## config.mk

```make
export PLATFORM = sky130hd
export DESIGN_NAME = iexu_top
export DESIGN_NICKNAME = d
export VERILOG_FILES = /design/src/iexu_pkg.sv /design/src/iexu_classify.sv /design/src/iexu_top.sv
export VERILOG_INCLUDE_DIRS = /design/src /design/src/src
export SDC_FILE = /design/constraint.sdc
export NUM_CORES = 1
export LEC_CHECK = 0
export BUFFER_PORTS_ARGS = -buffer_cell sky130_fd_sc_hd__clkbuf_2
export CORE_ASPECT_RATIO = 1.25
export CORE_MARGIN = 2
export CORE_UTILIZATION = 47
export CTS_CLUSTER_DIAMETER = 40
export DETAILED_ROUTE_END_ITERATION = 7
export PLACE_DENSITY_LB_ADDON = 0.25
export RECOVER_POWER = 25
export SETUP_SLACK_MARGIN = 0.3
export SLEW_MARGIN = 20
export SYNTH_ARGS = -nofsm -noshare
export SYNTH_HDL_FRONTEND = slang
export SYNTH_SLANG_ARGS = --single-unit
```

## constraint.sdc

```tcl
create_clock -name clk -period 2.4 [get_ports clk]
set_input_delay 0.36 -clock clk [delete_from_list [all_inputs] [get_ports clk]]
set_output_delay 0.36 -clock clk [all_outputs]
set_load 0.02 [all_outputs]
```

## src/iexu_params.svh

```systemverilog
// Constants for the instruction exception unit
`ifndef IEXU_PARAMS_SVH
`define IEXU_PARAMS_SVH
`define IEXU_VEC_SCALE      32'h0000_0004
`define IEXU_SLOT_DEC       32'h0000_0004
`define IEXU_VEC_ILL_GEN    8'h04
`define IEXU_VEC_ILL_SLOT   8'h06
`define IEXU_VEC_ADDR_ERR   8'h09
`define IEXU_ALIGN_MASK     32'h0000_0003
`define IEXU_ZERO_WORD      32'h0000_0000
`endif

```

## src/iexu_pkg.sv

```systemverilog
// Types shared by the instruction exception unit
package iexu_pkg;
  typedef enum logic [2:0] {
    IEXU_IDLE   = 3'b000,
    IEXU_PUSH_S = 3'b001,
    IEXU_PUSH_P = 3'b010,
    IEXU_VFETCH = 3'b011,
    IEXU_DONE   = 3'b100
  } iexu_state_t;

  typedef enum logic [2:0] {
    IEXU_EX_NONE = 3'b000,
    IEXU_EX_TRAP = 3'b001,
    IEXU_EX_SLOT = 3'b010,
    IEXU_EX_ILL  = 3'b011,
    IEXU_EX_AERR = 3'b100,
    IEXU_EX_INT  = 3'b101
  } iexu_cause_t;
endpackage

```

## src/iexu_classify.sv

```systemverilog
// Instruction class decoder for the instruction exception unit
`timescale 1ns/1ps
module iexu_classify
(
  // Decoded instruction class flags
  input  wire logic is_jump,
  input  wire logic is_jsub,
  input  wire logic is_bra,
  input  wire logic is_bsub,
  input  wire logic is_rts,
  input  wire logic is_rte,
  input  wire logic is_bt,
  input  wire logic is_bf,
  input  wire logic is_trap,
  input  wire logic is_ldc,
  input  wire logic is_stc,
  input  wire logic is_lds,
  input  wire logic is_sts,
  // Class results
  output logic      delayed_branch,
  output logic      pc_rewrite,
  output logic      irq_disable
);
  // Delayed branches and every PC-writing instruction
  assign delayed_branch = is_jump | is_jsub | is_bra | is_bsub | is_rts | is_rte;
  assign pc_rewrite     = delayed_branch | is_bt | is_bf | is_trap;
  // Control and system register moves, memory forms included by the decoder
  assign irq_disable    = is_ldc | is_stc | is_lds | is_sts;
endmodule

```

## src/iexu_top.sv

```systemverilog
// Instruction exception unit: detection, deferral, stacking and vector fetch
// Contract
// - A trap pushes the status word first, then the address after the trap.
// - A trap reads its handler from the vector its instruction encodes, undelayed.
// - An undefined code in a delay slot starts illegal-slot handling at its decode.
// - A PC-writing instruction in a delay slot also starts illegal-slot handling.
// - Illegal-slot pushes status, then the prior branch target, then vectors undelayed.
// - An undefined code outside a slot does the same but saves its own address.
// - Interrupts and address errors are not taken at decode of a slot instruction.
// - After an interrupt-disabling instruction interrupts wait, address errors do not.
// - A held-off exception is taken at the next decode allowed to take it.
// - Control and system register loads and stores form the interrupt-disabling class.
// - Jumps, relative branches, subroutine calls and both returns are delayed branches.
// - Stacking with a stack pointer not a multiple of four raises an address error.
// - A vector fetch with a misaligned vector base raises an address error.
// - A stacking address error is taken after the current sequence finishes.
// - Stacking errors during address error handling itself are ignored.
// - A misaligned stack write is still issued at the plain pointer, minus four each.
// - The vector address is the vector base plus four times the vector number.
`timescale 1ns/1ps
`include "iexu_params.svh"
module iexu_top
(
  // Clock and reset
  input  wire logic        clk,
  input  wire logic        rst,
  // Decode stage
  input  wire logic        dec_valid,
  input  wire logic        dec_undef,
  input  wire logic        dec_jump,
  input  wire logic        dec_jsub,
  input  wire logic        dec_bra,
  input  wire logic        dec_bsub,
  input  wire logic        dec_rts,
  input  wire logic        dec_rte,
  input  wire logic        dec_bt,
  input  wire logic        dec_bf,
  input  wire logic        dec_trap,
  input  wire logic        dec_ldc,
  input  wire logic        dec_stc,
  input  wire logic        dec_lds,
  input  wire logic        dec_sts,
  input  wire logic [7:0]  dec_trap_vec,
  input  wire logic [31:0] dec_pc,
  input  wire logic [31:0] dec_next_pc,
  input  wire logic [31:0] dec_branch_target,
  // Pending external events
  input  wire logic        int_req,
  input  wire logic [7:0]  int_vec,
  input  wire logic        addr_err_req,
  // Core state
  input  wire logic [31:0] status_word,
  input  wire logic [31:0] stack_ptr,
  input  wire logic [31:0] vector_base_pointer,
  // Bus interface
  input  wire logic        bus_done,
  input  wire logic [31:0] bus_rdata,
  output logic             bus_req,
  output logic             bus_write,
  output logic [31:0]      bus_addr,
  output logic [31:0]      bus_wdata,
  // Pipeline control
  output logic             exc_busy,
  output logic             int_ack,
  output logic             addr_err_ack,
  output logic             pc_load,
  output logic [31:0]      pc_value,
  output logic             sp_load,
  output logic [31:0]      sp_value
);
  // ----------------------------------------------------------------
  // Instruction classes
  // ----------------------------------------------------------------
  logic delayed_branch;
  logic pc_rewrite;
  logic irq_disable;

  iexu_classify u_class
  (
    .is_jump        (dec_jump),
    .is_jsub        (dec_jsub),
    .is_bra         (dec_bra),
    .is_bsub        (dec_bsub),
    .is_rts         (dec_rts),
    .is_rte         (dec_rte),
    .is_bt          (dec_bt),
    .is_bf          (dec_bf),
    .is_trap        (dec_trap),
    .is_ldc         (dec_ldc),
    .is_stc         (dec_stc),
    .is_lds         (dec_lds),
    .is_sts         (dec_sts),
    .delayed_branch (delayed_branch),
    .pc_rewrite     (pc_rewrite),
    .irq_disable    (irq_disable)
  );

  // ----------------------------------------------------------------
  // Decode history and acceptance
  // ----------------------------------------------------------------
  iexu_pkg::iexu_state_t state_reg;
  iexu_pkg::iexu_cause_t cause_reg;
  logic        in_slot_reg;
  logic        after_irqdis_reg;
  logic [31:0] slot_target_reg;
  logic        pend_aerr_reg;
  logic        aerr_mode_reg;
  logic [31:0] save_pc_reg;
  logic [31:0] save_sr_reg;
  logic [7:0]  vec_reg;
  logic [31:0] sp_reg;

  logic        idle;
  logic        take_slot;
  logic        take_ill;
  logic        take_trap;
  logic        aerr_ok;
  logic        int_ok;
  logic        take_aerr;
  logic        take_int;
  logic        start;
  logic        stack_misalign;

  assign idle = (state_reg == iexu_pkg::IEXU_IDLE);
  // A slot instruction never lets anything in between it and its branch
  assign take_slot = idle && dec_valid && in_slot_reg && (dec_undef || pc_rewrite);
  assign take_ill  = idle && dec_valid && !in_slot_reg && dec_undef;
  assign take_trap = idle && dec_valid && !in_slot_reg && dec_trap && !dec_undef;
  assign aerr_ok   = !in_slot_reg;
  assign int_ok    = !in_slot_reg && !after_irqdis_reg;
  // Deferred requests stay at the input, stacking errors in pend_aerr_reg; all are taken at the next permitted decode
  assign take_aerr = idle && dec_valid && aerr_ok && (addr_err_req || pend_aerr_reg)
                     && !take_slot;
  assign take_int  = idle && dec_valid && int_ok && int_req && !take_aerr && !take_slot
                     && !take_ill && !take_trap;
  assign start     = take_slot || take_ill || take_trap || take_aerr || take_int;
  assign stack_misalign = |(sp_reg & `IEXU_ALIGN_MASK);

  // Track whether the decoding instruction sits in a delay slot
  always_ff @(posedge clk)
  begin
    if (rst)
    begin
      in_slot_reg      <= 1'b0;
      after_irqdis_reg <= 1'b0;
      slot_target_reg  <= `IEXU_ZERO_WORD;
    end
    else if (start)
    begin
      in_slot_reg      <= 1'b0;
      after_irqdis_reg <= 1'b0;
    end
    else if (idle && dec_valid)
    begin
      in_slot_reg      <= delayed_branch && !in_slot_reg;
      after_irqdis_reg <= irq_disable;
      if (delayed_branch)
      begin
        slot_target_reg <= dec_branch_target;  // Saved PC for illegal-slot
      end
    end
  end

  // ----------------------------------------------------------------
  // Exception sequencer
  // ----------------------------------------------------------------
  always_ff @(posedge clk)
  begin
    if (rst)
    begin
      state_reg   <= iexu_pkg::IEXU_IDLE;
      cause_reg   <= iexu_pkg::IEXU_EX_NONE;
      save_pc_reg <= `IEXU_ZERO_WORD;
      save_sr_reg <= `IEXU_ZERO_WORD;
      vec_reg     <= 8'h00;
      sp_reg      <= `IEXU_ZERO_WORD;
    end
    else
    begin
      case (state_reg)
        iexu_pkg::IEXU_IDLE:
        begin
          if (start)
          begin
            state_reg   <= iexu_pkg::IEXU_PUSH_S;
            save_sr_reg <= status_word;
            sp_reg      <= stack_ptr;
            if (take_slot)
            begin
              cause_reg   <= iexu_pkg::IEXU_EX_SLOT;
              save_pc_reg <= slot_target_reg;
              vec_reg     <= `IEXU_VEC_ILL_SLOT;
            end
            else if (take_aerr)
            begin
              cause_reg   <= iexu_pkg::IEXU_EX_AERR;
              save_pc_reg <= dec_pc;
              vec_reg     <= `IEXU_VEC_ADDR_ERR;
            end
            else if (take_ill)
            begin
              cause_reg   <= iexu_pkg::IEXU_EX_ILL;
              save_pc_reg <= dec_pc;
              vec_reg     <= `IEXU_VEC_ILL_GEN;
            end
            else if (take_trap)
            begin
              cause_reg   <= iexu_pkg::IEXU_EX_TRAP;
              save_pc_reg <= dec_next_pc;
              vec_reg     <= dec_trap_vec;
            end
            else
            begin
              cause_reg   <= iexu_pkg::IEXU_EX_INT;
              save_pc_reg <= dec_pc;
              vec_reg     <= int_vec;
            end
          end
        end
        iexu_pkg::IEXU_PUSH_S:
        begin
          if (bus_done)
          begin
            state_reg <= iexu_pkg::IEXU_PUSH_P;        // Status word first
            sp_reg    <= sp_reg - `IEXU_SLOT_DEC;
          end
        end
        iexu_pkg::IEXU_PUSH_P:
        begin
          if (bus_done)
          begin
            state_reg <= iexu_pkg::IEXU_VFETCH;
            sp_reg    <= sp_reg - `IEXU_SLOT_DEC;
          end
        end
        iexu_pkg::IEXU_VFETCH:
        begin
          if (bus_done)
          begin
            state_reg <= iexu_pkg::IEXU_DONE;
          end
        end
        iexu_pkg::IEXU_DONE:
        begin
          state_reg <= iexu_pkg::IEXU_IDLE;
        end
        default:
        begin
          state_reg <= iexu_pkg::IEXU_IDLE;
        end
      endcase
    end
  end

  // ----------------------------------------------------------------
  // Internal address errors from stacking and vector fetch
  // ----------------------------------------------------------------
  // Held until the current sequence completes; the address error sequence
  // itself never raises one, which stops an endless chain of faults.
  always_ff @(posedge clk)
  begin
    if (rst)
    begin
      pend_aerr_reg <= 1'b0;
      aerr_mode_reg <= 1'b0;
    end
    else
    begin
      if (idle && start)
      begin
        aerr_mode_reg <= take_aerr;
      end
      if ((state_reg == iexu_pkg::IEXU_PUSH_S || state_reg == iexu_pkg::IEXU_PUSH_P)
          && bus_done && stack_misalign && !aerr_mode_reg)
      begin
        pend_aerr_reg <= 1'b1;
      end
      else if (state_reg == iexu_pkg::IEXU_VFETCH && bus_done && !aerr_mode_reg
               && |(vector_base_pointer & `IEXU_ALIGN_MASK))
      begin
        pend_aerr_reg <= 1'b1;
      end
      else if (take_aerr)
      begin
        pend_aerr_reg <= 1'b0;
      end
    end
  end

  // ----------------------------------------------------------------
  // Bus requests and pipeline outputs, all registered
  // ----------------------------------------------------------------
  logic [31:0] vec_addr;
  assign vec_addr = vector_base_pointer + {22'h00_0000, vec_reg, 2'b00};

  always_ff @(posedge clk)
  begin
    if (rst)
    begin
      bus_req   <= 1'b0;
      bus_write <= 1'b0;
      bus_addr  <= `IEXU_ZERO_WORD;
      bus_wdata <= `IEXU_ZERO_WORD;
    end
    else
    begin
      bus_req <= 1'b0;
      if (state_reg == iexu_pkg::IEXU_PUSH_S && !bus_done)
      begin
        bus_req   <= 1'b1;
        bus_write <= 1'b1;
        bus_addr  <= sp_reg - `IEXU_SLOT_DEC;  // Written even when misaligned
        bus_wdata <= save_sr_reg;
      end
      else if (state_reg == iexu_pkg::IEXU_PUSH_P && !bus_done)
      begin
        bus_req   <= 1'b1;
        bus_write <= 1'b1;
        bus_addr  <= sp_reg - `IEXU_SLOT_DEC;
        bus_wdata <= save_pc_reg;
      end
      else if (state_reg == iexu_pkg::IEXU_VFETCH && !bus_done)
      begin
        bus_req   <= 1'b1;
        bus_write <= 1'b0;
        bus_addr  <= vec_addr;
      end
    end
  end

  // Handshake and jump outputs; the jump is taken directly, no slot
  always_ff @(posedge clk)
  begin
    if (rst)
    begin
      exc_busy     <= 1'b0;
      int_ack      <= 1'b0;
      addr_err_ack <= 1'b0;
      pc_load      <= 1'b0;
      pc_value     <= `IEXU_ZERO_WORD;
      sp_load      <= 1'b0;
      sp_value     <= `IEXU_ZERO_WORD;
    end
    else
    begin
      exc_busy     <= !idle || start;
      int_ack      <= take_int;
      addr_err_ack <= take_aerr && addr_err_req;
      pc_load      <= state_reg == iexu_pkg::IEXU_VFETCH && bus_done;
      sp_load      <= state_reg == iexu_pkg::IEXU_VFETCH && bus_done;
      if (state_reg == iexu_pkg::IEXU_VFETCH && bus_done)
      begin
        pc_value <= bus_rdata;
        sp_value <= sp_reg;
      end
    end
  end

  // ----------------------------------------------------------------
  // Checks
  // ----------------------------------------------------------------
  property p_slot_start;
    @(posedge clk) disable iff (rst)
    take_slot |=> state_reg == iexu_pkg::IEXU_PUSH_S && save_pc_reg == $past(slot_target_reg);
  endproperty
  a_slot_start: assert property (p_slot_start) else $error("slot exception not started");

  // Judged on what follows the decode, not on the take terms themselves
  property p_no_int_in_slot;
    @(posedge clk) disable iff (rst)
    idle && dec_valid && in_slot_reg && !dec_undef && !pc_rewrite
      |=> state_reg == iexu_pkg::IEXU_IDLE && !int_ack && !addr_err_ack;
  endproperty
  a_no_int_in_slot: assert property (p_no_int_in_slot) else $error("event taken in slot");

  property p_irqdis;
    @(posedge clk) disable iff (rst)
    idle && dec_valid && after_irqdis_reg && !in_slot_reg && !dec_undef && !dec_trap
      && !addr_err_req && !pend_aerr_reg |=> state_reg == iexu_pkg::IEXU_IDLE && !int_ack;
  endproperty
  a_irqdis: assert property (p_irqdis) else $error("interrupt after disabling instr");

  property p_trap_pc;
    @(posedge clk) disable iff (rst)
    take_trap && !take_aerr
      |=> save_pc_reg == $past(dec_next_pc) && vec_reg == $past(dec_trap_vec);
  endproperty
  a_trap_pc: assert property (p_trap_pc) else $error("trap saved pc wrong");

  property p_ill_pc;
    @(posedge clk) disable iff (rst)
    take_ill && !take_aerr |=> save_pc_reg == $past(dec_pc) && vec_reg == `IEXU_VEC_ILL_GEN;
  endproperty
  a_ill_pc: assert property (p_ill_pc) else $error("illegal saved pc wrong");

  property p_order;
    @(posedge clk) disable iff (rst)
    state_reg == iexu_pkg::IEXU_PUSH_S && bus_done |=> state_reg == iexu_pkg::IEXU_PUSH_P;
  endproperty
  a_order: assert property (p_order) else $error("status not pushed first");

  property p_vaddr;
    @(posedge clk) disable iff (rst)
    bus_req && !bus_write |-> bus_addr == vector_base_pointer + {22'h00_0000, vec_reg, 2'b00};
  endproperty
  a_vaddr: assert property (p_vaddr) else $error("vector address wrong");

  property p_sp_dec;
    @(posedge clk) disable iff (rst)
    state_reg == iexu_pkg::IEXU_PUSH_P && bus_done |=> sp_reg == $past(sp_reg) - 32'h0000_0004;
  endproperty
  a_sp_dec: assert property (p_sp_dec) else $error("stack pointer not stepped");

  property p_aerr_ignored;
    @(posedge clk) disable iff (rst)
    aerr_mode_reg && !pend_aerr_reg && !idle |=> !pend_aerr_reg;
  endproperty
  a_aerr_ignored: assert property (p_aerr_ignored) else $error("recursive addr error");

  property p_stack_err;
    @(posedge clk) disable iff (rst)
    state_reg == iexu_pkg::IEXU_PUSH_S && bus_done && stack_misalign && !aerr_mode_reg
      |=> pend_aerr_reg;
  endproperty
  a_stack_err: assert property (p_stack_err) else $error("stack error missed");
endmodule

```

==> metrics list, run 1 <==
* Run status: completed
- In this run, placement finished with an instance count of around 2300.
- Antenna Violating Nets Remaining: 0
* Fin nets: around 2300
- Clk Tree Root Cell: sky130_fd_sc_hd__clkbuf_16
- Buffers from clock root to sink, at most: 3
* Yosys Warn Count: 0
- Buffers placed on the I/O ports in this run total about 390.
- The share of total power dissipated in the clock network is 0.369.
- In this run, synthesis inferred 0 flip-flops with an integrated enable.
- Power density over the cells: ~900 mW/mm^2
- Num rows: between 60 and 70
- Crit share post-route: 0.939
- Dividing the detail-routed wire length by the instance count gives 18.6 um.
* Layout filler cell count: between 2000 and 2500
* Average footprint of a synthesized cell: 8.07 sq um
* Share of the core filled with cells: 0.663
- Worst path setup slack after routing: around 0.15 ns
- Together, buffers and inverters on the worst path number 2.
* Mapped Nets: around 1800
- Antenna violations before repair: 3
- In this run the vertical extent of the chip is between 150 and 200 um.
- Worst Clk Skew: between 0.015 and 0.02 ns
* Timing-limited maximum frequency: about 440 MHz
* Top-area cell type share of the netlist area: 0.438
- Setup-failing EPs final: 0
- Ranked by total cell area, the synthesized netlist is headed by sky130_fd_sc_hd__dfxtp_1 (44%), sky130_fd_sc_hd__nand2_1 (10%), sky130_fd_sc_hd__a21oi_1 (7.9%).
* Fraction of power consumed by sequential logic: 0.339
- First-pass iteration count of the detailed router: 5
- Of the total power, the share spent switching nets is 0.325.
- Data on the critical path is required at its endpoint by around 2.8 ns.
* Top Ports: between 300 and 400
* Total of hold buffers inserted after clock tree synthesis: 0
* Endpoint of the most critical register-to-register path: bus_addr[24]
- The floorplan step defined a die boundary enclosing 0.0283 sq mm.
- Maximum net fanout on the critical path: 6
* Type of the tightest min-delay check: input pin to register
* Pleak: ~0.0072 uW
* Cell type group with the largest total delay on the critical path: compound AO/OA/AOI/OAI gates
* Worst setup path startpoint: vec_reg[0]
- In this run, the number of DRC markers left after iteration 0 of detailed routing was approximately 800.
- CTS H-tree lvls: 2
- After clock tree synthesis, the clock-pin slew on the worst setup and hold paths is 0.06 ns.
- Via Count: approximately 13000
* Overflow after GRT: 0
- The first global-routing pass estimated ~65000 um of wire.
* Synthesized netlist cell count: ~1600
- HPWL Detailed: between 30000 and 40000 um
- Most common flop cell mapped by yosys: sky130_fd_sc_hd__dfxtp_1
- Count of unique library cells instantiated by Yosys: 67
- The number of max-slew violations in the final report is 0.
- Largest net degree at the start of global routing: 95
* Worst r2r src: vec_reg[0]
- Non-Filler Instances: 2387
- Final Hold Viols: 0
- In this run, synthesis produced a sequential element count of roughly 280.
- Part of the Yosys area used for sequential elements: 0.438
- Worst setup slack after placement: between 0.02 and 0.025 ns
* Post-synthesis async set-or-reset flop share: 0
- Number of logic stages on the critical path including buffering: 10
- Minimum setup slack among reg-to-reg paths: around 0.15 ns
- Worst hold slack: between 0.05 and 0.06 ns
* Element type at the critical path end: register
- Cell-by-cell trace of the critical path: ha_4 -> inv_2 -> fa_2 -> nand2b_4 -> a2111oi_4 -> buf_4 -> o2111ai_2 -> xnor2_1 -> a222oi_1 -> nor2_1
* End of the critical path: bus_addr[24]
* Final sum of negative setup slack: 0 ns
- Setup repair after global routing could not meet its margin everywhere.
- Internal portion of total power: between 10000 and 15000 uW
- Worst relative slew slack: 0.298
- Worst stage delay on the critical path: 0.35 ns
- At the end of routability-driven placement, the weighted congestion stood at 0.939.
* Total length of routed wires: ~44000 um
* Inserted Clock Buffers: 36
* Switching Power: between 5000 and 6000 uW
- Of the total power, combinational logic draws 0.293.
* Core region area: ~0.027 sq mm
- For the pin with the worst max-slew slack, the measured transition is approximately 1.1 ns.
- Data on the critical path arrives at its endpoint at approximately 2.6 ns.
- Number of global-route vias before repair: between 10000 and 15000
- TritonCTS clock tree: yes
* Critical path class: register to register
* Master of the slowest instance on the critical path: sky130_fd_sc_hd__dfxtp_2
- The floorplan step set the die width to between 150 and 200 um.
* Startpoint Class: register
* # clock sinks: 277
* Via density per instance: between 5 and 6
- Of the cells placed in the final design, the portion with a size suffix greater than 1 is 0.294.
- For this run, design rule violations remaining after detail routing come to 0.
* Maximum vdd ir drop: 0.528 mV
- Clock latency on the worst-skew pair: 0.52 ns
* Clock period minus final worst setup slack: 2.25 ns
- Starting Density: 0.475
- Reg2reg path depth: 10
* Number of max-cap violations: 0
- Compared with the post-synthesis result, the final layout area differs by 39.6%.
- Cell type with the largest total area after synthesis: sky130_fd_sc_hd__dfxtp_1
* Post-synthesis instance area: 0.0127 sq mm
- Global router's overall resource usage: 0.292
kinds of logic after synthesis:
| logic type | synth area share |
|---|---|
| flops | 0.438 |
| simple gates | 0.208 |
| fa+ha+maj | 0.0105 |
| mux | 0.0506 |
| xor+xnor | 0.0367 |
| compound gates | 0.211 |
| buf+inv | 0.0446 |
timing repair:
item | 4_1_cts | 5_1_grt
pin swaps | 22 | 59
endpoints found under the setup margin | 106 | 122
setup buffers | 14 | 25
gates resized for setup | 43 | 79
gates cloned | 3 | 4
power by group through the flow:
| stage | clock network [uW] | registers [uW] | logic [uW] |
|---|---|---|---|
| 6_report | 5870 | 5380 | 4650 |
| 5_1_grt | 6130 | 5420 | 4960 |
| 4_1_cts | 5920 | 5360 | 4190 |
| 3_5_place_dp | 0 | 5450 | 3970 |
| 3_3_place_gp | 0 | 5440 | 3920 |
| 2_1_floorplan | 0 | 5530 | 2240 |
final cells by class:
| cell class | count | area, sq um | share of cell area |
|---|---|---|---|
| Multi-Input combinational cell | 1158 | 7110 | 0.402 |
| Clock buffer | 41 | 961 | 0.0544 |
| Timing Repair Buffer | 525 | 3190 | 0.180 |
| Clock inverter | 25 | 357 | 0.0202 |
| Tap cell | 345 | 432 | 0.0244 |
| Sequential cell | 277 | 5560 | 0.315 |
| Antenna cell | 1 | 2.50 | 0.000142 |
| Inverter | 15 | 56.3 | 0.00319 |
stage by stage:
step	cell area (sq um)	total power (uW)
after global placement	15500	9360
after detailed placement	15500	9430
after floorplan	12700	7770
after CTS	17100	15500
after global routing	17700	16500
final	17700	15900
how the worst min path moves through the flow:
stage	endpoint	slack, ns	start	cells after the start
finish	slot_target_reg[7]	0.05	dec_branch_target[7]	3
global route	slot_target_reg[7]	0.04	dec_branch_target[7]	3
CTS	slot_target_reg[7]	0.04	dec_branch_target[7]	3
detailed placement	bus_addr[9]	0.43	bus_addr[9]	2
global placement	bus_addr[9]	0.43	bus_addr[9]	2
floorplan	save_pc_reg[30]	0.44	save_pc_reg[30]	2
synth_stat cells, drive strengths merged (2+ instances only):
cell type / count
a211oi: 44
a21o: 5
a21oi: 201
a221oi: 4
a222oi: 2
a22o: 40
a22oi: 19
a2bb2oi: 7
a31oi: 7
a32oi: 2
and2: 2
and3: 7
and4: 3
buf: 38
clkbuf: 81
dfxtp: 277
ha: 9
inv: 15
mux2i: 64
nand2: 342
nand2b: 3
nand3: 20
nand3b: 2
nand4: 9
nor2: 152
nor2b: 5
nor3: 32
nor3b: 2
nor4: 13
nor4b: 3
o2111ai: 3
o211ai: 7
o21a: 3
o21ai: 43
o221ai: 12
o22ai: 10
o31ai: 3
o32ai: 2
or2: 4
or3: 3
or4: 3
xnor2: 33
xor2: 20
tightest hold or removal path: stages:
cell and delay, ns:
sky130_fd_sc_hd__clkbuf_2 0.08, sky130_fd_sc_hd__nand2_1 0.04, sky130_fd_sc_hd__a21oi_1 0.05
layout by cell type, fill, tap and decap left out, types with 6 or more instances in the layout:
master	n
sky130_fd_sc_hd__a31oi_1	7
sky130_fd_sc_hd__dfxtp_1	268
sky130_fd_sc_hd__nand4_1	9
sky130_fd_sc_hd__nor2_1	142
sky130_fd_sc_hd__o211ai_1	7
sky130_fd_sc_hd__mux2i_1	46
sky130_fd_sc_hd__nor3_2	10
sky130_fd_sc_hd__clkbuf_16	41
sky130_fd_sc_hd__dfxtp_2	6
sky130_fd_sc_hd__buf_12	15
sky130_fd_sc_hd__a2bb2oi_1	7
sky130_fd_sc_hd__nor4_1	7
sky130_fd_sc_hd__a21oi_1	191
sky130_fd_sc_hd__clkbuf_1	105
sky130_fd_sc_hd__o22ai_1	10
sky130_fd_sc_hd__a211oi_1	42
sky130_fd_sc_hd__a22oi_1	18
sky130_fd_sc_hd__ha_4	6
sky130_fd_sc_hd__nand2_1	338
sky130_fd_sc_hd__xor2_1	18
sky130_fd_sc_hd__and3_1	7
sky130_fd_sc_hd__o21ai_0	32
sky130_fd_sc_hd__buf_4	99
sky130_fd_sc_hd__buf_6	9
sky130_fd_sc_hd__a22o_1	40
sky130_fd_sc_hd__bufinv_16	7
sky130_fd_sc_hd__mux2i_2	13
sky130_fd_sc_hd__inv_1	14
sky130_fd_sc_hd__nand3_1	17
sky130_fd_sc_hd__a21oi_2	9
sky130_fd_sc_hd__clkbuf_2	291
sky130_fd_sc_hd__nor3_1	20
sky130_fd_sc_hd__xnor2_1	31
sky130_fd_sc_hd__inv_6	6
sky130_fd_sc_hd__o221ai_1	11
per-layer routing:
| layer | track usage | vias up | part of all wire |
|---|---|---|---|
| li1 | - | 6382 | - |
| met1 | 0.324 | 6180 | 0.36 |
| met2 | 0.528 | 599 | 0.51 |
| met3 | 0.0629 | 114 | 0.076 |
| met4 | 0.132 | 2 | 0.046 |
| met5 | 0 | - | 0.00029 |
Power figures use the tool's default switching activity.
==> run 2: changes to the inputs <==
SYNTH_HIERARCHICAL = 1   (was unset)
==> run 2 against run 1 <==
- combinational power increased by 1%
- setup slack improved by 0.083 ns
- non-clock buffer count decreased by 29
- power decreased by 1.2%
- wire length increased by 0.71%
- largest cell class unchanged
- largest power group unchanged
==> metrics list, run 2 <==
- Run status: completed
- Arrival time at the worst endpoint: 2.65 ns (+0.02 ns)
- The count of state elements after synthesis is 277 (unchanged).
* End of the critical path: bus_addr[20]
- Type of the tightest min-delay check: input pin to register
- Slew Viols, Final: 0 (unchanged)
- Area added between synthesis and finish: 35.6%
- Element type at the critical path end: register
- The post-layout net count is 2291 (+0.35%).
* Cell-by-cell trace of the critical path: ha_4 -> fa_2 -> a21o_1 -> a221oi_4 -> buf_12 -> a2111oi_4 -> xnor2_1 -> a221oi_1 -> a21o_1
- The worst clock skew is 0.0303 ns (+0.0123 ns).
* Pleak: 0.00731 uW (+2.2%)
- Number of global-route vias before repair: 12751 (+1.9%)
* Total of hold buffers inserted after clock tree synthesis: 0 (unchanged)
- The number of iterations in the first detailed-routing pass was 5 (unchanged).
- Number of logic stages on the critical path including buffering: 9 (-1)
- Num rows: 68 (+1.5%)
- In this run the critical register-to-register path is launched from vec_reg[0].
- The number of nets produced by synthesis is 1885 (+2.5%).
* Core region area: 0.0275 sq mm (+3.1%)
- Most common cell after layout, fill and taps aside: sky130_fd_sc_hd__nand2_1
- Share of post-route cells with drive strength above 1: 0.291 (-0.00310)
- Crit path buffers/inverters: 1 (-1)
- Top-area cell type share of the netlist area: 0.425 (-0.0136)
- Maximum vdd ir drop: 0.594 mV (+13%)
* Switching share of total power: 0.343 (+0.0178)
- The post-route antenna net violation count came to 0 (unchanged).
* Worst relative slew slack: 0.555 (+0.257)
- The synthesized area per cell was 8.09 sq um (+0.27%).
* Routed length per placed instance: 18.6 um (+0.21%)
- Initial detailed-routing violation count: 847 (+5.5%)
- The internal cell power is 10300 uW (-3.8%).
* Number of antenna cells inserted: 0 (-1)
* Fraction of met1 tracks used by global routing: 0.315 (-0.00938)
* Startpoint Class: register
- The total routing usage reported by global routing came to 0.280 (-0.0129).
- By instance count, the leading cell after synthesis is sky130_fd_sc_hd__nand2_1.
- The worst register-to-register path ends at bus_addr[20].
- Reg2reg path depth: 9 (-1)
- Setup repair after global routing missed its margin: yes
- Minimum setup slack among reg-to-reg paths: 0.23 ns (+0.08 ns)
- HPWL Detailed: 30400 um (about the same)
* Most common flop cell mapped by yosys: sky130_fd_sc_hd__dfxtp_1
- Clock period minus final worst setup slack: 2.17 ns (-0.0827 ns)
- The I/O pin total was 395 (unchanged).
* Number of flops mapped to enable cells by yosys: 0 (unchanged)
- The global routing met2 resource utilization is 0.494 (-0.0338).
* Least-Margin Pin Slew: 0.667 ns (-0.385 ns)
* Final sum of negative setup slack: 0 ns (unchanged)
* Switching Power: 5390 uW (+4.3%)
- Synthesized netlist cell count: 1615 (+2.9%)
- The upper clock frequency limit came to 461 MHz (+3.8%).
- Fraction of power consumed by sequential logic: 0.345 (+0.006)
- The final weighted congestion in routability-driven placement came to 0.945 (+0.68%).
* Power density over the cells: 888 mW/mm^2 (-1.4%)
* Clock latency on the worst-skew pair: 0.53 ns (about the same)
* Clock network fraction of total power: 0.356 (-0.013)
- The global-route wire length before repair was 66000 um (+0.80%).
- The cell sitting at the root of the clock tree is a sky130_fd_sc_hd__clkbuf_16.
* Starting Density: 0.475 (+0.000576)
- Final Hold Viols: 0 (unchanged)
- TritonCTS built the clock tree.
- The total of max-cap violations was 0 (unchanged).
* Cell type with the largest total area after synthesis: sky130_fd_sc_hd__dfxtp_1
* Cell type group with the largest total delay on the critical path: compound AO/OA/AOI/OAI gates
- Crit share post-route: 0.905 (-0.0345)
- Via density per instance: 5.65 (+1.5%)
- Post-synthesis async set-or-reset flop share: 0 (unchanged)
- Top cells by area in the synthesized netlist: sky130_fd_sc_hd__dfxtp_1 (42%), sky130_fd_sc_hd__nand2_1 (11%), sky130_fd_sc_hd__a21oi_1 (7.9%)
- The number of failing setup endpoints in the final timing report came to 0 (unchanged).
- Maximum net fanout on the critical path: 6 (unchanged)
- The most numerous cell type found on the critical path is sky130_fd_sc_hd__a21o_1.
- The sequential cell area fraction in the yosys report was 0.425 (-0.0136).
- Layer carrying the most global-route usage: met2
- The overall die area came to 0.0291 sq mm (+3.1%).
- CTS H-tree lvls: 2 (unchanged)
- By count the netlist is led by sky130_fd_sc_hd__nand2_1 (367), sky130_fd_sc_hd__dfxtp_1 (277), sky130_fd_sc_hd__a21oi_1 (206), sky130_fd_sc_hd__nor2_1 (146), sky130_fd_sc_hd__clkbuf_1 (79).
- The slowest stage of the critical path is the sky130_fd_sc_hd__dfxtp_4 cell.
- The total congestion overflow was 0 (unchanged).
* Port-buffer cells: 394 (unchanged)
- The number of distinct library cells after synthesis was 72 (+7.5%).
- The x dimension of the die came to 153 um (+1.6%).
- Total length of routed wires: 44700 um (+0.71%)
* # clock sinks: 277 (unchanged)
- The critical path in this run is classified as register to register.
- The worst endpoint required time came to 2.88 ns (+0.11 ns).
- The largest net degree at the start of global routing is 119 (+25%).
* Part of the total power dissipated in combinational logic: 0.300 (+0.007)
- Worst hold slack: 0.0524 ns (-0.000471 ns)
* Most used cells in the layout excluding fill and tap cells: sky130_fd_sc_hd__nand2_1 (366), sky130_fd_sc_hd__clkbuf_2 (291), sky130_fd_sc_hd__dfxtp_1 (266)
- Via Count: 13548 (+2.0%)
* Inserted Clock Buffers: 36 (unchanged)
- Post-synthesis instance area: 0.0131 sq mm (+3.2%)
- The final routed DRC violation total is 0 (unchanged).
- Worst setup path startpoint: vec_reg[0]
- The global-route met3 utilization was 0.0609 (-0.00202).
- Worst stage delay on the critical path: 0.36 ns (about the same)
* Clk slew on worst S/H paths: 0.06 ns (about the same)
- The die extent in y is 190 um (+1.6%).
* Layout filler cell count: 2430 (+5.8%)
- Antenna violations before repair: 1 (-2)
- Buffers from clock root to sink, at most: 3 (unchanged)
- The number of warnings issued by yosys was 6 (+6).
==> run 2: worst min-delay path by stage <==
stage	depth (start not counted)	from	to	slack, ns
after global routing	3	bus_rdata[16]	pc_value[16]	0.04
after detailed placement	2	bus_addr[8]	bus_addr[8]	0.43
final	3	dec_branch_target[22]	slot_target_reg[22]	0.05
after floorplan	2	save_pc_reg[0]	save_pc_reg[0]	0.44
after global placement	2	bus_addr[8]	bus_addr[8]	0.43
after CTS	3	dec_branch_target[22]	slot_target_reg[22]	0.03
==> run 2: stage by stage <==
step | setup WS (ns) | cells | instance area [sq um] | total power [uW] | utilization
floorplan | 0.255 | 1615 | 13200 | 7960 | -
global placement | 0.0730 | 2306 | 15800 | 9420 | 0.574
detailed placement | 0.00465 | 2306 | 15800 | 9510 | 0.574
CTS | 0.236 | 2379 | 17400 | 15400 | 0.631
global route | 0.154 | 2399 | 17700 | 16300 | 0.644
finish | 0.229 | 2399 | 17700 | 15700 | 0.644
==> run 2: cell families after synthesis <==
family	count (synthesis)	synth area share
simple gates	623	0.210
mux	73	0.0559
flops	277	0.425
xor+xnor	44	0.0295
fa+ha+maj	10	0.0102
buf+inv	140	0.0466
compound gates	448	0.223
==> run 2: timing repair <==
action                                  in CTS  in global routing
endpoints found under the setup margin      75                100
buffers inserted                             7                 13
pin swaps                                   24                 51
resized for setup                           53                 72
gates cloned                                 0                  7
==> run 2: tightest hold or removal path, delay by kind of cell <==
| kind | cells | cell delay [ns] |
|---|---|---|
| AO/OA/AOI/OAI | 1 | 0.05 |
| buffers and inverters | 1 | 0.08 |
| AND/OR/NAND/NOR | 1 | 0.04 |
==> run 2: metal layers <==
metal  share of wire  wire [um]
met1            0.37      16600
met2            0.50      22300
met3           0.076       3380
met4           0.053       2390
met5               0          0
==> run 2: cell type report <==
| cell class | instances | area, sq um | area share |
|---|---|---|---|
| multi-input combinational | 1200 | 7530 | 0.425 |
| sequential | 277 | 5570 | 0.314 |
| timing repair buffer | 496 | 2900 | 0.163 |
| clock buffer | 43 | 968 | 0.0547 |
| tap | 350 | 438 | 0.0247 |
| clock inverter | 23 | 277 | 0.0156 |
| inverter | 10 | 37.5 | 0.00212 |
==> run 2: power by group through the flow <==
stage,Clock [uW],Combinational [uW],Sequential [uW]
final,5590,4710,5420
after global routing,5860,5030,5460
after CTS,5650,4340,5400
after detailed placement,0,4040,5470
after global placement,0,3960,5460
after floorplan,0,2440,5520
==> run 3: changes to the inputs <==
ABC_AREA = 1   (was unset)
CELL_PAD_IN_SITES_DETAIL_PLACEMENT = 1   (was unset)
CELL_PAD_IN_SITES_GLOBAL_PLACEMENT = 1   (was unset)
CORE_UTILIZATION = 33   (was 47)
==> run 3 against run 2 <==
- flip-flop and latch count unchanged
- global-route usage is 3.0 points lower
- register-to-register slack gained 0.11 ns
- fmax increased by 5.4%
- clock skew fell by 0.0036 ns
- critical path type unchanged
==> metrics list, run 3 <==
- The total wirelength of the detailed-routed design was 56100 um (+26%).
* Most common cell after layout, fill and taps aside: sky130_fd_sc_hd__nand2_1
* DRC errors left: 0 (unchanged)
- Type of the tightest min-delay check: input pin to register
- Yosys Warn Count: 6 (unchanged)
- The count of endpoints failing hold in the final timing report was 0 (unchanged).
- Most used cells in the layout excluding fill and tap cells: sky130_fd_sc_hd__nand2_1 (535), sky130_fd_sc_hd__clkbuf_2 (294), sky130_fd_sc_hd__dfxtp_1 (276)
- The via count of the first global-routing pass was 15796 (+24%).
- Startpoint Class: register
* Multi-input logic area: 0.00691 sq mm (-8.1%)
- The synthesized area per cell is 6.60 sq um (-18%).
- The number of antenna cells inserted was 0 (unchanged).
* Register bit count reported by yosys: 277 (unchanged)
- The setup path with the least slack is of type register to register.
- Slew Viols, Final: 0 (unchanged)
- The total routing usage reported by global routing is 0.250 (-0.0296).
- Element type at the critical path end: register
- The total congestion overflow was 0 (unchanged).
- The number of failing setup endpoints in the final timing report is 0 (unchanged).
- Starting Density: 0.333 (-0.142)
- Number of max-cap violations: 0 (unchanged)
- In the synthesized netlist the dominant register cell turns out to be sky130_fd_sc_hd__dfxtp_1.
- The xor/xnor share of the synthesized area came to 0.0116 (-0.0179).
- The initial antenna violation count was 4 (+3).
* Data required, critical path: 2.87 ns (about the same)
* Number of flops mapped to enable cells by yosys: 0 (unchanged)
* Power density over the cells: 1220 mW/mm^2 (+37%)
* Die ar.: 0.0430 sq mm (+48%)
- Largest net degree at the start of global routing: 93 (-22%)
* Mapped Nets: 2338 (+24%)
* Count of unique library cells instantiated by Yosys: 41 (-43%)
* Via density per instance: 5.03 (-11%)
* Inserted Clock Buffers: 48 (+33%)
- Timing-limited maximum frequency: 485 MHz (+5.4%)
* Cell type with the largest total area after synthesis: sky130_fd_sc_hd__dfxtp_1
- The total clock sinks was 277 (unchanged).
* Run status: completed
* Num rows: 83 (+22%)
* Final weighted congestion of routability-driven global placement: 0.884 (-6.4%)
* HPWL Detailed: 40500 um (+33%)
* First-pass GRT wire length: 84500 um (+28%)
- The slack of the worst reg-to-reg path is 0.34 ns (+0.11 ns).
* Clock latency on the worst-skew pair: 0.56 ns (+0.03 ns)
* Top Ports: 395 (unchanged)
- The area share of the largest cell type after synthesis came to 0.406 (-0.0181).
- Antenna Violating Nets Remaining: 0 (unchanged)
- The fraction of layout instances using a drive strength above 1 came to 0.194 (-0.0967).
- The multiplexer share of the synthesized area came to 0 (-0.0559).
- Y dimension of the die: 231 um (+22%)
- Arrival time at the worst endpoint: 2.53 ns (-0.12 ns)
- Final sum of negative setup slack: 0 ns (unchanged)
- Die Width: 186 um (+21%)
- Most used standard cell by instance count after synthesis: sky130_fd_sc_hd__nand2_1
* Clk Tree Root Cell: sky130_fd_sc_hd__clkbuf_16
- Most numerous cell types in the synthesized netlist: sky130_fd_sc_hd__nand2_1 (535), sky130_fd_sc_hd__dfxtp_1 (277), sky130_fd_sc_hd__nor2_1 (254), sky130_fd_sc_hd__inv_1 (207), sky130_fd_sc_hd__o21ai_0 (192)
- The share of synthesized cell area in and, or, nand and nor gates was 0.298 (+0.0879).
- Port-buffer cells: 394 (unchanged)
- Initial detailed-routing violation count: 598 (-29%)
- CTS H-tree lvls: 2 (unchanged)
- The area of the mapped netlist is 0.0136 sq mm (+4.5%).
* Setup repair after global routing missed its margin: yes
* Least-Margin Pin Slew: 0.861 ns (+0.194 ns)
- Synthesized-area fraction occupied by ao, oa, aoi and oai cells: 0.176 (-0.0473)
- The sequential cell area fraction in the yosys report was 0.406 (-0.0181).
- Area added between synthesis and finish: 33.1%
- Ranked by total cell area, the synthesized netlist is headed by sky130_fd_sc_hd__dfxtp_1 (41%), sky130_fd_sc_hd__nand2_1 (15%), sky130_fd_sc_hd__o21ai_0 (7.0%).
- Adder and majority gate portion of the synthesized area: 0.00972 (-0.000433)
- The worst clock skew was 0.0267 ns (-0.00363 ns).
- Core region area: 0.0409 sq mm (+49%)
* Instance count after placement with tap cells included: 2930 (+27%)
- The count of vias placed by the detailed router came to 15253 (+13%).
- Layout filler cell count: 5401 (+120%)
- Non-Filler Instances: 3034 (+26%)
- The deepest clock path buffer count was 3 (unchanged).
- Fin nets: 2716 (+19%)
- The post-place instance area was 0.0162 sq mm (+3.0%).
- The final critical delay including setup and external delays came to 2.06 ns (-0.111 ns).
- The post-synthesis cell count was 2068 (+28%).
- The core occupancy in the finished layout was 0.444 (-0.201).
- The remaining max-slew budget at the tightest pin was 0.425 (-0.130).
- Post-synthesis async set-or-reset flop share: 0 (unchanged)
* Clk slew on worst S/H paths: 0.05 ns (about the same)
- The static leakage is 0.00888 uW (+21%).
- Maximum net fanout on the critical path: 38 (+32)
- The area occupied by registers is 0.00555 sq mm (-0.36%).
* Worst hold slack: 0.0314 ns (-0.0209 ns)
* Largest family of logic cells by synthesized area: simple AND/OR/NAND/NOR gates
- Final cell area excluding filler cells: 0.0182 sq mm (+2.6%)
- TritonCTS built the clock tree.
* Routed length per placed instance: 18.5 um (-0.63%)
* First-pass iteration count of the detailed router: 5 (unchanged)
- The final cycle utilization of the critical path was 0.858 (-0.0461).
* Maximum vdd ir drop: 0.543 mV (-8.6%)
run 3: cell count changes after synthesis, moves of 32 or more:
cell                       delta
sky130_fd_sc_hd__o21ai_0    +163
sky130_fd_sc_hd__inv_1      +197
sky130_fd_sc_hd__a211oi_1    -38
sky130_fd_sc_hd__a211o_1     -32
sky130_fd_sc_hd__mux2i_1     -73
sky130_fd_sc_hd__a21oi_1     -37
sky130_fd_sc_hd__nand3_1     +97
sky130_fd_sc_hd__nor2_1     +108
sky130_fd_sc_hd__nand4_1     +34
sky130_fd_sc_hd__nand2_1    +168
run 3: final cells by class:
class,instances,share of cell area
clock buffer,67,0.0740
clock inverter,19,0.0143
inverter,213,0.0444
multi-input combinational,1457,0.381
sequential,277,0.305
tap,552,0.0380
timing repair buffer,449,0.143
run 3: critical path: stages, from the launching register on:
cell,delay (ns)
sky130_fd_sc_hd__dfxtp_2,0.39
sky130_fd_sc_hd__inv_2,0.08
sky130_fd_sc_hd__nand4_4,0.18
sky130_fd_sc_hd__nor2_4,0.07
sky130_fd_sc_hd__nor2_2,0.24
sky130_fd_sc_hd__nand3_4,0.19
sky130_fd_sc_hd__buf_12,0.18
sky130_fd_sc_hd__clkbuf_16,0.21
sky130_fd_sc_hd__o21ai_0,0.23
sky130_fd_sc_hd__inv_1,0.08
sky130_fd_sc_hd__nand2_1,0.08
sky130_fd_sc_hd__inv_1,0.04
run 3: final timing paths:
path | start | endpoint | cells past startpoint
worst max register to register | state_reg[1] | save_pc_reg[5] | 11
worst min-delay path | bus_rdata[9] | pc_value[9] | 3
worst max-delay path | state_reg[1] | save_pc_reg[5] | 11
worst min register to register | slot_target_reg[3] | slot_target_reg[3] | 2
run 3: timing repair:
item,4_1_cts,5_1_grt
cloned,0,5
endpoints found under the hold margin,2,0
buffers inserted,0,11
endpoints found under the setup margin,74,145
pin swaps,0,9
resized for setup,9,38
hold buffers,2,0
run 3: metrics by stage:
stage	total power [uW]	setup slack [ns]
CTS	21900	0.255
global placement	14700	0.144
floorplan	11900	0.522
global route	23600	0.197
detailed placement	14900	0.0439
finish	22100	0.340
run 3: cell families after synthesis:
family / count (synthesis)
compound gates: 446
buf+inv: 334
xor+xnor: 18
simple gates: 983
fa+ha+maj: 10
flops: 277
run 3: power breakdown:
part	internal, uW	switching, uW	total [uW]	leakage, uW
logic	2910	5810	8720	0.00583
registers	5770	865	6630	0.00227
clock network	4350	2440	6780	0.000775
total	13000	9110	22100	0.00888
run 3: metal layers:
| layer | GRT usage | vias to the layer above | share of wire |
|---|---|---|---|
| li1 | - | 7467 | - |
| met1 | 0.283 | 7269 | 0.39 |
| met2 | 0.457 | 387 | 0.52 |
| met3 | 0.0410 | 124 | 0.045 |
| met4 | 0.107 | 6 | 0.043 |
| met5 | 0 | - | 0.00078 |
